<file path="src/rtl/dsos_regs.svh">
`ifndef DSOS_REGS_SVH
`define DSOS_REGS_SVH
// register indices; the bus byte address is four times the index
`define DSOS_IDX_QSTOP 16'h605a
`define DSOS_IDX_SHUT 16'h605b
`define DSOS_IDX_DIS 16'h605c
`define DSOS_IDX_HALT 16'h605d
`define DSOS_IDX_FAULT 16'h605e
`define DSOS_IDX_SPD_NUM 16'h6100
`define DSOS_IDX_SPD_DEN 16'h6101
`define DSOS_IDX_STATUS 16'h6102
`define DSOS_ADDR(i) {(i), 2'b00}
// reset values
`define DSOS_RST_QSTOP 16'h0002
`define DSOS_RST_SHUT 16'h0001
`define DSOS_RST_DIS 16'h0001
`define DSOS_RST_HALT 16'h0001
`define DSOS_RST_FAULT 16'h0002
`define DSOS_RST_SPD_NUM 32'h0000_0001
`define DSOS_RST_SPD_DEN 32'h0000_0001
// option codes
`define DSOS_CODE_IMM 16'h0000
`define DSOS_CODE_SLOW 16'h0001
`define DSOS_CODE_QUICK 16'h0002
`define DSOS_CODE_SLOW_HOLD 16'h0005
`define DSOS_CODE_QUICK_HOLD 16'h0006
// control word halt bit
`define DSOS_CW_HALT_BIT 8
`endif

</file>
<file path="src/rtl/dsos_pkg.sv">
package dsos_pkg;
    typedef enum logic [1:0] {
        DSOS_RAMP_NONE,
        DSOS_RAMP_IMM,
        DSOS_RAMP_SLOW,
        DSOS_RAMP_QUICK
    } dsos_ramp_t;

    typedef enum logic [1:0] {
        DSOS_END_NONE,
        DSOS_END_SOD,
        DSOS_END_QSA
    } dsos_end_t;

    typedef struct packed {
        logic qstop;
        logic shutdown;
        logic disable_op;
        logic fault;
    } dsos_evt_t;

    typedef struct packed {
        dsos_ramp_t ramp;
        dsos_end_t final_state;
        logic energized;
        logic allow_reenable;
    } dsos_act_t;

    typedef struct packed {
        logic [17:0] addr;
        logic [31:0] wdata;
        logic wr;
        logic rd;
    } dsos_bus_t;
endpackage : dsos_pkg

</file>
<file path="src/rtl/dsos_code_reg.sv">
`include "dsos_regs.svh"
module dsos_code_reg #(
    parameter logic [15:0] RESET_VAL = 16'h0000,
    parameter logic [6:0] VALID_MASK = 7'h00
) (
    // clock and reset
    input wire logic i_mclk,
    input wire logic i_reset_n,
    // write port
    input wire logic i_wr,
    input wire logic [15:0] i_wdata,
    // stored code
    output logic [15:0] o_code
);
    logic valid;

    always_comb begin
        valid = 1'b0;
        if (i_wdata < 16'h0007) begin
            valid = VALID_MASK[i_wdata[2:0]];
        end
    end

    always_ff @(posedge i_mclk) begin
        if (!i_reset_n) begin
            o_code <= RESET_VAL;
        end else if (i_wr && valid) begin
            o_code <= i_wdata; // RQ13
        end
    end
endmodule : dsos_code_reg

</file>
<file path="src/rtl/dsos_selector.sv">
`include "dsos_regs.svh"
// Functional notes
// [RQ1] speed scaled by numerator over denominator
// [RQ2] quick stop 0: immediate stop, then disabled
// [RQ3] quick stop 1: slow ramp, then disabled
// [RQ4] quick stop 2: quick ramp, then disabled
// [RQ5] codes 5/6: ramp, stay energized in quick-stop
// [RQ6] codes 5/6 allow return to operation
// [RQ7] shutdown code: immediate or slow then disabled
// [RQ8] disable code: immediate or slow then disabled
// [RQ9] halt code acts while control bit 8 set
// [RQ10] halt 1 slow ramp, 2 quick ramp
// [RQ11] fault stops motor by fault code
// [RQ12] fault 0 immediate, 1 slow, 2 quick
// [RQ13] reserved codes rejected, old value kept
module dsos_selector (
    // clock and reset
    input wire logic i_mclk,
    input wire logic i_reset_n,
    // register port
    input wire dsos_pkg::dsos_bus_t i_bus,
    output logic [31:0] o_rdata,
    // power state machine events and control word
    input wire dsos_pkg::dsos_evt_t i_evt,
    input wire logic [15:0] i_ctrl_word,
    input wire logic i_standstill,
    // speed conversion
    input wire logic i_speed_start,
    input wire logic signed [31:0] i_speed_internal,
    output logic o_speed_busy,
    output logic o_speed_done,
    output logic signed [31:0] o_speed_user,
    // selected stop action
    output dsos_pkg::dsos_act_t o_act,
    output logic o_halt_active,
    output logic o_stop_active,
    output logic o_enter_disabled
);
    import dsos_pkg::*;

    logic [15:0] qstop_code;
    logic [15:0] shut_code;
    logic [15:0] dis_code;
    logic [15:0] halt_code;
    logic [15:0] fault_code;
    logic signed [31:0] spd_num;
    logic signed [31:0] spd_den;
    logic [15:0] word_idx;
    logic idx_ok;
    logic sel_qstop;
    logic sel_shut;
    logic sel_dis;
    logic sel_halt;
    logic sel_fault;
    logic sel_num;
    logic sel_den;
    dsos_act_t next_act;
    dsos_act_t act_hold;
    logic evt_any;
    logic stop_active;
    logic [15:0] ctrl_sync1;
    logic [15:0] ctrl_sync2;
    dsos_evt_t evt_sync1;
    dsos_evt_t evt_sync2;
    dsos_evt_t evt_prev;
    dsos_evt_t evt_rise;
    logic stand_sync1;
    logic stand_sync2;
    logic [31:0] next_rdata;

    // register decode, byte address is four times the index
    assign word_idx = i_bus.addr[17:2];
    assign idx_ok = (i_bus.addr[1:0] == 2'h0);
    assign sel_qstop = idx_ok && (word_idx == `DSOS_IDX_QSTOP);
    assign sel_shut = idx_ok && (word_idx == `DSOS_IDX_SHUT);
    assign sel_dis = idx_ok && (word_idx == `DSOS_IDX_DIS);
    assign sel_halt = idx_ok && (word_idx == `DSOS_IDX_HALT);
    assign sel_fault = idx_ok && (word_idx == `DSOS_IDX_FAULT);
    assign sel_num = idx_ok && (word_idx == `DSOS_IDX_SPD_NUM);
    assign sel_den = idx_ok && (word_idx == `DSOS_IDX_SPD_DEN);

    // pin synchronisers
    always_ff @(posedge i_mclk) begin
        if (!i_reset_n) begin
            ctrl_sync1 <= '0;
            ctrl_sync2 <= '0;
        end else begin
            ctrl_sync1 <= i_ctrl_word;
            ctrl_sync2 <= ctrl_sync1;
        end
    end

    always_ff @(posedge i_mclk) begin
        if (!i_reset_n) begin
            evt_sync1 <= '0;
            evt_sync2 <= '0;
            evt_prev <= '0;
        end else begin
            evt_sync1 <= i_evt;
            evt_sync2 <= evt_sync1;
            evt_prev <= evt_sync2;
        end
    end

    always_ff @(posedge i_mclk) begin
        if (!i_reset_n) begin
            stand_sync1 <= 1'b0;
            stand_sync2 <= 1'b0;
        end else begin
            stand_sync1 <= i_standstill;
            stand_sync2 <= stand_sync1;
        end
    end

    assign evt_rise = evt_sync2 & ~evt_prev;
    assign evt_any = |evt_rise;

    // option code registers, reserved values refused
    dsos_code_reg #(
        .RESET_VAL(`DSOS_RST_QSTOP),
        .VALID_MASK(7'h67)
    ) u_qstop (
        .i_mclk(i_mclk),
        .i_reset_n(i_reset_n),
        .i_wr(i_bus.wr && sel_qstop),
        .i_wdata(i_bus.wdata[15:0]),
        .o_code(qstop_code)
    );

    dsos_code_reg #(
        .RESET_VAL(`DSOS_RST_SHUT),
        .VALID_MASK(7'h03)
    ) u_shut (
        .i_mclk(i_mclk),
        .i_reset_n(i_reset_n),
        .i_wr(i_bus.wr && sel_shut),
        .i_wdata(i_bus.wdata[15:0]),
        .o_code(shut_code)
    );

    dsos_code_reg #(
        .RESET_VAL(`DSOS_RST_DIS),
        .VALID_MASK(7'h03)
    ) u_dis (
        .i_mclk(i_mclk),
        .i_reset_n(i_reset_n),
        .i_wr(i_bus.wr && sel_dis),
        .i_wdata(i_bus.wdata[15:0]),
        .o_code(dis_code)
    );

    dsos_code_reg #(
        .RESET_VAL(`DSOS_RST_HALT),
        .VALID_MASK(7'h06)
    ) u_halt (
        .i_mclk(i_mclk),
        .i_reset_n(i_reset_n),
        .i_wr(i_bus.wr && sel_halt),
        .i_wdata(i_bus.wdata[15:0]),
        .o_code(halt_code)
    );

    dsos_code_reg #(
        .RESET_VAL(`DSOS_RST_FAULT),
        .VALID_MASK(7'h07)
    ) u_fault (
        .i_mclk(i_mclk),
        .i_reset_n(i_reset_n),
        .i_wr(i_bus.wr && sel_fault),
        .i_wdata(i_bus.wdata[15:0]),
        .o_code(fault_code)
    );

    // speed factor registers
    always_ff @(posedge i_mclk) begin
        if (!i_reset_n) begin
            spd_num <= `DSOS_RST_SPD_NUM;
        end else if (i_bus.wr && sel_num) begin
            spd_num <= i_bus.wdata; // RQ1
        end
    end

    always_ff @(posedge i_mclk) begin
        if (!i_reset_n) begin
            spd_den <= `DSOS_RST_SPD_DEN;
        end else if (i_bus.wr && sel_den) begin
            spd_den <= i_bus.wdata; // RQ1
        end
    end

    dsos_speed_conv #(
        .W(32)
    ) u_conv (
        .i_mclk(i_mclk),
        .i_reset_n(i_reset_n),
        .i_start(i_speed_start),
        .i_value(i_speed_internal),
        .i_num(spd_num),
        .i_den(spd_den),
        .o_busy(o_speed_busy),
        .o_done(o_speed_done),
        .o_result(o_speed_user)
    );

    // read data, one cycle after the strobe
    always_comb begin
        next_rdata = '0;
        if (idx_ok) begin
            case (word_idx)
                `DSOS_IDX_QSTOP: next_rdata = {16'h0000, qstop_code};
                `DSOS_IDX_SHUT: next_rdata = {16'h0000, shut_code};
                `DSOS_IDX_DIS: next_rdata = {16'h0000, dis_code};
                `DSOS_IDX_HALT: next_rdata = {16'h0000, halt_code};
                `DSOS_IDX_FAULT: next_rdata = {16'h0000, fault_code};
                `DSOS_IDX_SPD_NUM: next_rdata = spd_num;
                `DSOS_IDX_SPD_DEN: next_rdata = spd_den;
                `DSOS_IDX_STATUS: next_rdata = {24'h000000,
                    act_hold.ramp, act_hold.final_state,
                    act_hold.energized, act_hold.allow_reenable,
                    o_halt_active, stop_active};
                default: next_rdata = '0;
            endcase
        end
    end

    always_ff @(posedge i_mclk) begin
        if (!i_reset_n) begin
            o_rdata <= '0;
        end else begin
            o_rdata <= i_bus.rd ? next_rdata : '0;
        end
    end

    // action selection, fault highest priority
    always_comb begin
        next_act = act_hold;
        if (evt_rise.fault) begin
            case (fault_code) // RQ11
                `DSOS_CODE_IMM: next_act = '{DSOS_RAMP_IMM, DSOS_END_NONE,
                    1'b0, 1'b0}; // RQ12
                `DSOS_CODE_SLOW: next_act = '{DSOS_RAMP_SLOW, DSOS_END_NONE,
                    1'b1, 1'b0}; // RQ12
                default: next_act = '{DSOS_RAMP_QUICK, DSOS_END_NONE,
                    1'b1, 1'b0}; // RQ12
            endcase
        end else if (evt_rise.qstop) begin
            case (qstop_code)
                `DSOS_CODE_IMM: next_act = '{DSOS_RAMP_IMM, DSOS_END_SOD,
                    1'b0, 1'b0}; // RQ2
                `DSOS_CODE_SLOW: next_act = '{DSOS_RAMP_SLOW, DSOS_END_SOD,
                    1'b1, 1'b0}; // RQ3
                `DSOS_CODE_SLOW_HOLD: next_act = '{DSOS_RAMP_SLOW,
                    DSOS_END_QSA, 1'b1, 1'b1}; // RQ5 RQ6
                `DSOS_CODE_QUICK_HOLD: next_act = '{DSOS_RAMP_QUICK,
                    DSOS_END_QSA, 1'b1, 1'b1}; // RQ5 RQ6
                default: next_act = '{DSOS_RAMP_QUICK, DSOS_END_SOD,
                    1'b1, 1'b0}; // RQ4
            endcase
        end else if (evt_rise.shutdown) begin
            next_act = (shut_code == `DSOS_CODE_IMM)
                ? '{DSOS_RAMP_IMM, DSOS_END_SOD, 1'b0, 1'b0}
                : '{DSOS_RAMP_SLOW, DSOS_END_SOD, 1'b1, 1'b0}; // RQ7
        end else if (evt_rise.disable_op) begin
            next_act = (dis_code == `DSOS_CODE_IMM)
                ? '{DSOS_RAMP_IMM, DSOS_END_SOD, 1'b0, 1'b0}
                : '{DSOS_RAMP_SLOW, DSOS_END_SOD, 1'b1, 1'b0}; // RQ8
        end else if (!stop_active) begin
            if (ctrl_sync2[`DSOS_CW_HALT_BIT]) begin // RQ9
                next_act = (halt_code == `DSOS_CODE_SLOW)
                    ? '{DSOS_RAMP_SLOW, DSOS_END_NONE, 1'b1, 1'b1}
                    : '{DSOS_RAMP_QUICK, DSOS_END_NONE, 1'b1, 1'b1}; // RQ10
            end else begin
                next_act = '{DSOS_RAMP_NONE, DSOS_END_NONE, 1'b1, 1'b0};
            end
        end
    end

    always_ff @(posedge i_mclk) begin
        if (!i_reset_n) begin
            act_hold <= '{DSOS_RAMP_NONE, DSOS_END_NONE, 1'b1, 1'b0};
        end else begin
            act_hold <= next_act;
        end
    end

    // stop in progress until standstill
    always_ff @(posedge i_mclk) begin
        if (!i_reset_n) begin
            stop_active <= 1'b0;
        end else if (evt_any) begin
            stop_active <= 1'b1;
        end else if (stand_sync2 && stop_active) begin
            stop_active <= 1'b0;
        end
    end

    always_ff @(posedge i_mclk) begin
        if (!i_reset_n) begin
            o_enter_disabled <= 1'b0;
        end else begin
            o_enter_disabled <= stop_active && stand_sync2 && !evt_any
                && act_hold.final_state == DSOS_END_SOD; // RQ2 RQ3 RQ4
        end
    end

    always_ff @(posedge i_mclk) begin
        if (!i_reset_n) begin
            o_halt_active <= 1'b0;
        end else begin
            o_halt_active <= !stop_active && !evt_any
                && ctrl_sync2[`DSOS_CW_HALT_BIT]; // RQ9
        end
    end

    assign o_act = act_hold;
    assign o_stop_active = stop_active;
endmodule : dsos_selector

</file>
<file path="src/rtl/dsos_speed_conv.sv">
module dsos_speed_conv #(
    parameter int W = 32
) (
    // clock and reset
    input wire logic i_mclk,
    input wire logic i_reset_n,
    // operands
    input wire logic i_start,
    input wire logic signed [W-1:0] i_value,
    input wire logic signed [W-1:0] i_num,
    input wire logic signed [W-1:0] i_den,
    // result
    output logic o_busy,
    output logic o_done,
    output logic signed [W-1:0] o_result
);
    logic [2*W-1:0] rem;
    logic [2*W-1:0] quo;
    logic [2*W-1:0] dvs;
    logic neg;
    logic [$clog2(2*W+1)-1:0] cnt;
    logic [2*W-1:0] prod_abs;
    logic signed [2*W-1:0] prod;
    logic [W-1:0] den_abs;

    if (W < 2) begin : g_width_check
        $error("dsos_speed_conv: W too small");
    end

    always_comb begin
        prod = (2*W)'(i_value) * (2*W)'(i_num);
        prod_abs = prod[2*W-1] ? (2*W)'(-prod) : prod;
        den_abs = i_den[W-1] ? W'(-i_den) : i_den;
    end

    // restoring division of |value*num| by |den|
    always_ff @(posedge i_mclk) begin
        if (!i_reset_n) begin
            rem <= '0;
            quo <= '0;
            dvs <= '0;
            neg <= 1'b0;
            cnt <= '0;
            o_busy <= 1'b0;
            o_done <= 1'b0;
            o_result <= '0;
        end else begin
            o_done <= 1'b0;
            if (i_start && !o_busy) begin
                rem <= '0;
                quo <= prod_abs;
                dvs <= {{W{1'b0}}, den_abs};
                neg <= prod[2*W-1] ^ i_den[W-1];
                cnt <= ($clog2(2*W+1))'(2 * W);
                o_busy <= 1'b1;
            end else if (o_busy) begin
                if (cnt == '0) begin
                    o_busy <= 1'b0;
                    o_done <= 1'b1;
                    if (dvs == '0) begin
                        o_result <= '0;
                    end else begin
                        o_result <= neg ? W'(-quo) : quo[W-1:0]; // RQ1
                    end
                end else begin
                    cnt <= cnt - 1'b1;
                    if ({rem[2*W-2:0], quo[2*W-1]} >= dvs) begin
                        rem <= {rem[2*W-2:0], quo[2*W-1]} - dvs;
                        quo <= {quo[2*W-2:0], 1'b1};
                    end else begin
                        rem <= {rem[2*W-2:0], quo[2*W-1]};
                        quo <= {quo[2*W-2:0], 1'b0};
                    end
                end
            end
        end
    end
endmodule : dsos_speed_conv
</file>
<file path="config.mk">
export PLATFORM = sky130hd
export DESIGN_NAME = dsos_selector
export DESIGN_NICKNAME = d
export VERILOG_FILES = /design/src/rtl/dsos_pkg.sv /design/src/rtl/dsos_code_reg.sv /design/src/rtl/dsos_selector.sv /design/src/rtl/dsos_speed_conv.sv
export VERILOG_INCLUDE_DIRS = /design/src /design/src/rtl
export SDC_FILE = /design/constraint.sdc
export NUM_CORES = 2
export LEC_CHECK = 0
export BUFFER_PORTS_ARGS = -buffer_cell sky130_fd_sc_hd__buf_2
export CAP_MARGIN = 20
export CORE_UTILIZATION = 40
export CTS_BUF_LIST = sky130_fd_sc_hd__clkbuf_8
export CTS_CLUSTER_DIAMETER = 100
export DETAILED_ROUTE_END_ITERATION = 12
export SYNTH_ARGS = -nofsm -noshare
export SYNTH_HDL_FRONTEND = slang
export SYNTH_SLANG_ARGS = --single-unit
</file>
<file path="constraint.sdc">
create_clock -name i_mclk -period 15.95 [get_ports i_mclk]
set_input_delay 0.7975 -clock i_mclk [delete_from_list [all_inputs] [get_ports i_mclk]]
set_output_delay 0.7975 -clock i_mclk [all_outputs]
set_load 0.02 [all_outputs]
</file>
Word level (Yosys, flattened, before mapping)
Memory sizes are Yosys's and may differ from the RTL's.
Index checks and enable logic that the tools add are counted.
{"block": "op_classes", "addsub": 5, "eq_ne": 16, "order_cmp": 3, "n_mux": 38, "bitwise": 7, "n_mul": 1, "n_reduce_logical": 44}
{"operator": "$mux 64", "n": 4}
{"operator": "$pmux 32 s8", "n": 1}
{"operator": "$eq 16x15->1 const B", "n": 8}
{"operator": "$mux 32", "n": 3}
{"operator": "$ge 64x32->1", "n": 1}
{"operator": "$logic_not 16->1", "n": 4}
{"operator": "$logic_not 64->1", "n": 1}
{"operator": "$mul 32x32->64", "n": 1}
{"operator": "$neg 32->32", "n": 2}
{"operator": "$neg 64->64", "n": 1}
{"operator": "$mux 63", "n": 1}
{"operator": "$sub 63x32->63", "n": 1}
{"operator": "$eq 16x1->1 const B", "n": 3}
{"operator": "$mux 6", "n": 8}
{"operator": "$eq 16x3->1 const B", "n": 2}
{"operator": "$logic_and 1x1->1", "n": 25}
{"operator": "$pmux 6 s4", "n": 1}
{"operator": "$mux 7", "n": 3}
{"operator": "$lt 16x3->1 const B", "n": 1}
{"operator": "$mux 1", "n": 15}
{"operator": "$pmux 6 s2", "n": 1}
{"operator": "$logic_not 7->1", "n": 1}
{"operator": "$sub 7x1->7 const B", "n": 1}
{"operator": "$reduce_and 3->1", "n": 2}
{"operator": "other kinds (16)", "n": 23}
{"block": "word_totals", "word_cells": 158, "regBits": 418, "memories": 4, "mem_bits_ro": 32}
{"name": "(name not given)", "depth": 8, "width": 1, "read_ports": 1, "rd_ports_with_merged_regs": 0, "wr": 0, "line": "dsos_code_reg.sv:20", "text": "valid = VALID_MASK[i_wdata[2:0]];"}
{"name": "(name not given)", "depth": 8, "width": 1, "read_ports": 1, "rd_ports_with_merged_regs": 0, "wr": 0, "line": "dsos_code_reg.sv:20"}
{"name": "(name not given)", "depth": 8, "width": 1, "read_ports": 1, "rd_ports_with_merged_regs": 0, "wr": 0, "line": "dsos_code_reg.sv:20"}
{"name": "(name not given)", "depth": 8, "width": 1, "read_ports": 1, "rd_ports_with_merged_regs": 0, "wr": 0, "line": "dsos_code_reg.sv:20"}

Depth between registers and ports, before layout
{"block": "logic_depth", "word_depth": 8, "depth_mapped": 32, "ltp_nobuf": 28}

By module
Synthesis repeated with hierarchy kept, for this count alone.
{"block": "unflattened", "cells_unflattened": 6430, "hier_area_um2": 57641.5}
{"mod": "dsos_speed_conv", "cells_each": 5567, "n_inst": 1, "area_each_um2": 49266.0}
{"mod": "dsos_selector", "cells_each": 637, "n_inst": 1, "area_each_um2": 5585.4}
{"mod": "dsos_code_reg (u_dis ...)", "cells_each": 42, "n_inst": 2, "area_each_um2": 561.8}
{"mod": "dsos_code_reg (u_halt)", "cells_each": 45, "n_inst": 1, "area_each_um2": 595.6}
{"mod": "dsos_code_reg (u_qstop)", "cells_each": 51, "n_inst": 1, "area_each_um2": 565.5}
{"mod": "dsos_code_reg (u_fault)", "cells_each": 46, "n_inst": 1, "area_each_um2": 505.5}

Least setup slack after synthesis
OpenSTA, ideal clock, no wires.
{"block": "synth_timing", "path_type": "input to register", "from": "in i_speed_internal[31]", "to": "reg u_conv.quo[62]", "n_path_buf": 2, "stages": 26, "arrival_time_ns": 9.678, "path_slack_ns": 6.138, "setup_ns": 0.134, "path_cell_list": "clkbuf_1 -> nand2_1 -> inv_1 -> fa_1 -> fa_1 -> fa_1 -> inv_1 -> fa_1 -> inv_1 -> fa_1 -> fa_1 -> fa_1 -> fa_1 -> ha_1 -> clkbuf_1 -> a21o_1 -> a21o_1 -> a2111oi_1 -> nor2_1 -> a2111oi_0 -> a21oi_1 -> xnor2_1 -> o211ai_1 -> or4_1 -> o2111a_1 -> or4_1"}
{"block": "synth_between", "elab_chain_cells": 4}
{"element": "start, declared", "line": "dsos_selector.sv:29", "text": "input wire logic signed [31:0] i_speed_internal,"}
{"element": "$mul 32x32->64 (*)", "line": "dsos_speed_conv.sv:31", "text": "prod = (2*W)'(i_value) * (2*W)'(i_num);"}
{"element": "$neg 64->64", "line": "dsos_speed_conv.sv:32", "text": "prod_abs = prod[2*W-1] ? (2*W)'(-prod) : prod;"}
{"element": "$mux 64 (*)", "line": "dsos_speed_conv.sv:32"}
{"element": "$mux 64 (*)", "line": "dsos_speed_conv.sv:49", "text": "if (i_start && !o_busy) begin"}
{"element": "end signal, assigned", "line": "dsos_speed_conv.sv:51", "text": "quo <= prod_abs;"}
{"element": "end signal, assigned", "line": "dsos_speed_conv.sv:69", "text": "quo <= {quo[2*W-2:0], 1'b1};"}
{"element": "end signal, assigned", "line": "dsos_speed_conv.sv:72", "text": "quo <= {quo[2*W-2:0], 1'b0};"}
{"element": "end, declared", "line": "dsos_speed_conv.sv:18", "text": "logic [2*W-1:0] quo;"}
Mark *: on every way between the ends. The rest lies on a longest branch, timed or not.
A chain may end at the register's enable or synchronous reset.

Worst setup path after layout
{"block": "layout_timing", "from": "reg spd_num[2]", "to": "reg u_conv.quo[62]"}
{"block": "layout_between", "elab_chain_cells": 4}
{"element": "start, declared", "line": "dsos_selector.sv:46", "text": "logic signed [31:0] spd_num;"}
{"element": "start signal, assigned", "line": "dsos_selector.sv:177", "text": "spd_num <= `DSOS_RST_SPD_NUM;"}
{"element": "start signal, assigned", "line": "dsos_selector.sv:179", "text": "spd_num <= i_bus.wdata;"}
{"element": "$mul 32x32->64 (*)", "line": "dsos_speed_conv.sv:31"}
{"element": "$neg 64->64", "line": "dsos_speed_conv.sv:32"}
{"element": "$mux 64 (*)", "line": "dsos_speed_conv.sv:32"}
{"element": "$mux 64 (*)", "line": "dsos_speed_conv.sv:49"}
Marked as above.

==> impl_metrics.json <==
{
  "htreeDepth": 2,
  "post_cts_buffers": 0,
  "syn_area_per_cell_sq_um": 8.74,
  "cts_tree": "yes",
  "synth-seq-cells": 402,
  "hold_violations": 0,
  "cp_data_arrival_time_ps": 11560,
  "vdd_ir_drop_max_uv": 66.4,
  "clock_path_buffers": 3,
  "clock-root-buffer": "clkbuf_8",
  "ys_warn_count": 0,
  "cp-end-kind": "flip-flop",
  "min_from": "i_evt[3]",
  "first_global_vias": 46900,
  "p_leak_nw": 28.3,
  "slew_violations": 0,
  "final-setup-viol-count": 0,
  "r2r_end": "u_conv.quo[62]",
  "syn-cell-area_sq_um": 57300,
  "worstHoldPathType": "in2reg",
  "syn_to_final_growth_pct": 6.16,
  "fp.dieArea_sq_um": 145000,
  "syn_inst": 6562,
  "rows": 138,
  "reg2reg_depth": 25,
  "antenna_found_initial": 11,
  "total_power_mw": 2.78,
  "r2r-start": "spd_num[2]",
  "hold_end": "evt_sync1[3]",
  "final_common_cell": "fa_1",
  "cts_resized": 0,
  "clkSlewWorstSetupHoldPaths_ps": 70,
  "outcome": "finished clean",
  "clock_sinks": 402,
  "drt_first_iter_violations": 3167,
  "ant_nets": 0,
  "max_freq_mhz": 91.0,
  "slew_headroom": 0.278,
  "hpwl_mm": 125,
  "final.min_clock_period_ps": 10990,
  "fin_tns_setup_ps": 0,
  "gp_congestion": 0.923,
  "synth_top_cell_by_area": "fa_1",
  "synth_nets": 7977,
  "holdPathStages": 2,
  "max_cap_viol_count": 0,
  "grt_max_degree": 98,
  "die_h_um": 381,
  "initial_core_util": 0.404,
  "fp.coreArea_sq_um": 142000,
  "finalNetCount": 7872,
  "viasPerCell": 5.37,
  "io_pins": 183,
  "vias": 45100,
  "regToRegSetupSlack_ps": 4960,
  "period_share": 0.689,
  "die_x_um": 381,
  "required_ps": 16510,
  "power_density_nw_per_um2": 45.7,
  "synthFlopType": "dfxtp_1",
  "synth_edf_count": 0,
  "drive_gt1_frac": 0.0594,
  "worst_pin_slew_ps": 1080,
  "grt-ovfl-total": 0,
  "synth.area.top_cells": "fa_1 (38%), dfxtp_1 (14%), inv_1 (6.7%), and2_1 (5.9%), nand2_1 (5.4%)",
  "cts_buffers": 59,
  "hold_buffers": 0,
  "rsz0062_at_grt": "no",
  "insertion_delay_ps": 700,
  "portBuffers": 167,
  "ys_async_sr_fraction": 0,
  "synthDistinctLibCells": 89,
  "grt_pass1_wl_mm": 263,
  "wirelength_mm": 162,
  "synth_top_area_frac": 0.378,
  "skew_ps": 69.3,
  "crit_path_start_kind": "flip-flop",
  "dr.pass1.iters": 9,
  "critPathKind": "reg2reg",
  "gr-usage-all-layers": 0.227,
  "routedWlPerCell_um": 19.3,
  "crit_fanout": 32,
  "layout_common_cells": "fa_1 (1083), inv_1 (1042), nand2_1 (827), and2_1 (539), dfxtp_1 (402)",
  "drc_errors": 0,
  "ys_seq_area_frac": 0.140
}
-- worst max-delay path by stage --
stage	start	endpoint	slack, ps	cells past startpoint
6_report	spd_num[2]	u_conv.quo[62]	4960	25
5_1_grt	spd_num[2]	u_conv.quo[62]	4320	25
4_1_cts	spd_num[2]	u_conv.quo[62]	4970	25
3_5_place_dp	i_speed_internal[31]	u_conv.quo[62]	4500	25
3_3_place_gp	i_speed_internal[31]	u_conv.quo[62]	4630	25
2_1_floorplan	i_speed_internal[31]	u_conv.quo[62]	6140	26
-- layer usage --
metal	global-route usage	vias up	wire length, um
met4	0.0593	2	4480
met2	0.386	1163	78200
li1	-	20600	-
met1	0.309	23100	71800
met3	0.0203	202	7810
met5	0	-	8
-- where the power goes --
group	switching (mW)	internal, mW
combinational	0.523	0.302
clock	0.430	0.447
sequential	0.0379	1.04
total	0.991	1.79
-- worst max-delay path, stage by stage, from the launching register on --
cell       delay [ps]
dfxtp_1           440
buf_4             460
nand2_1           170
inv_1             160
fa_1              460
fa_1              510
fa_1              860
inv_1             260
fa_1              920
inv_1             400
fa_1              550
fa_1              560
fa_1              430
fa_1              470
ha_1              430
a21o_1            250
a21o_1            190
a2111oi_1         570
nor2_1            180
a2111oi_0         420
a21oi_1           160
xnor2_1           360
o211ai_1          280
or4_1             600
o2111a_1          260
or4_1             490
-- stage by stage --
step,instances,hold slack (ps),instance area (sq um),util,setup slack (ps)
after floorplan,6562,412,57300,-,6140
after global placement,8282,419,59500,0.419,4630
after detailed placement,8284,420,59600,0.420,4500
after CTS,8391,259,60800,0.428,4970
after global routing,8394,265,60900,0.429,4320
final,8396,302,60900,0.429,4960
-- kinds of logic (layout without fill, tap and decap cells) --
| kind of cell | after synthesis | after routing | synth area share |
|---|---|---|---|
| AO/OA/AOI/OAI | 956 | 956 | 0.108 |
| XOR/XNOR | 206 | 206 | 0.0317 |
| adder cells (fa/ha/maj) | 1307 | 1307 | 0.427 |
| buffers and inverters | 1429 | 1370 | 0.0939 |
| flip-flops | 402 | 402 | 0.140 |
| multiplexers | 31 | 31 | 0.00550 |
| other | 0 | 3 | 0 |
| AND/OR/NAND/NOR | 2231 | 2231 | 0.193 |
-- final cells by class --
type | count | area (sq um)
well taps | 1890 | 2360
clock inverters | 31 | 186
multi-input cells | 4731 | 43900
repair buffers | 236 | 1410
clock buffers | 76 | 1050
fillers | 14200 | 81100
flip-flops and latches | 402 | 8050
inverters | 1027 | 3860
diodes | 3 | 7.51
-- cells in the mapped netlist (9+ instances only) --
library cell	instances
and3_1	102
a22oi_1	103
nand3_1	60
a21oi_1	301
or4_1	26
and2_1	540
xor2_1	106
nor3_1	90
a31oi_1	47
or3_1	28
and4_1	9
o21ai_0	145
nor4_1	63
o22ai_1	20
clkbuf_1	377
o31ai_1	34
buf_1	15
mux2i_1	27
or2_2	18
inv_1	1027
a211oi_1	61
fa_1	1083
o41ai_1	12
dfxtp_1	402
a211o_1	12
nand2_1	828
nand4_1	60
a222oi_1	11
o21a_1	24
nor2b_1	19
nand2b_1	32
nor2_1	316
xnor2_1	99
o21bai_1	10
ha_1	224
o211ai_1	40
a21o_1	44
-- registers in the layout (all words and copies together) (netlist names), 4 cells and up --
signal	count
u_conv.quo	64
u_conv.rem	63
o_rdata	32
spd_den	32
spd_num	32
u_conv.dvs	32
u_conv.o_result	32
u_dis.o_code	16
u_fault.o_code	16
u_halt.o_code	16
u_qstop.o_code	16
u_shut.o_code	16
u_conv.cnt	7
o_act	6
evt_prev	4
evt_sync1	4
evt_sync2	4
No activity file was read; power rests on OpenSTA's default activity.
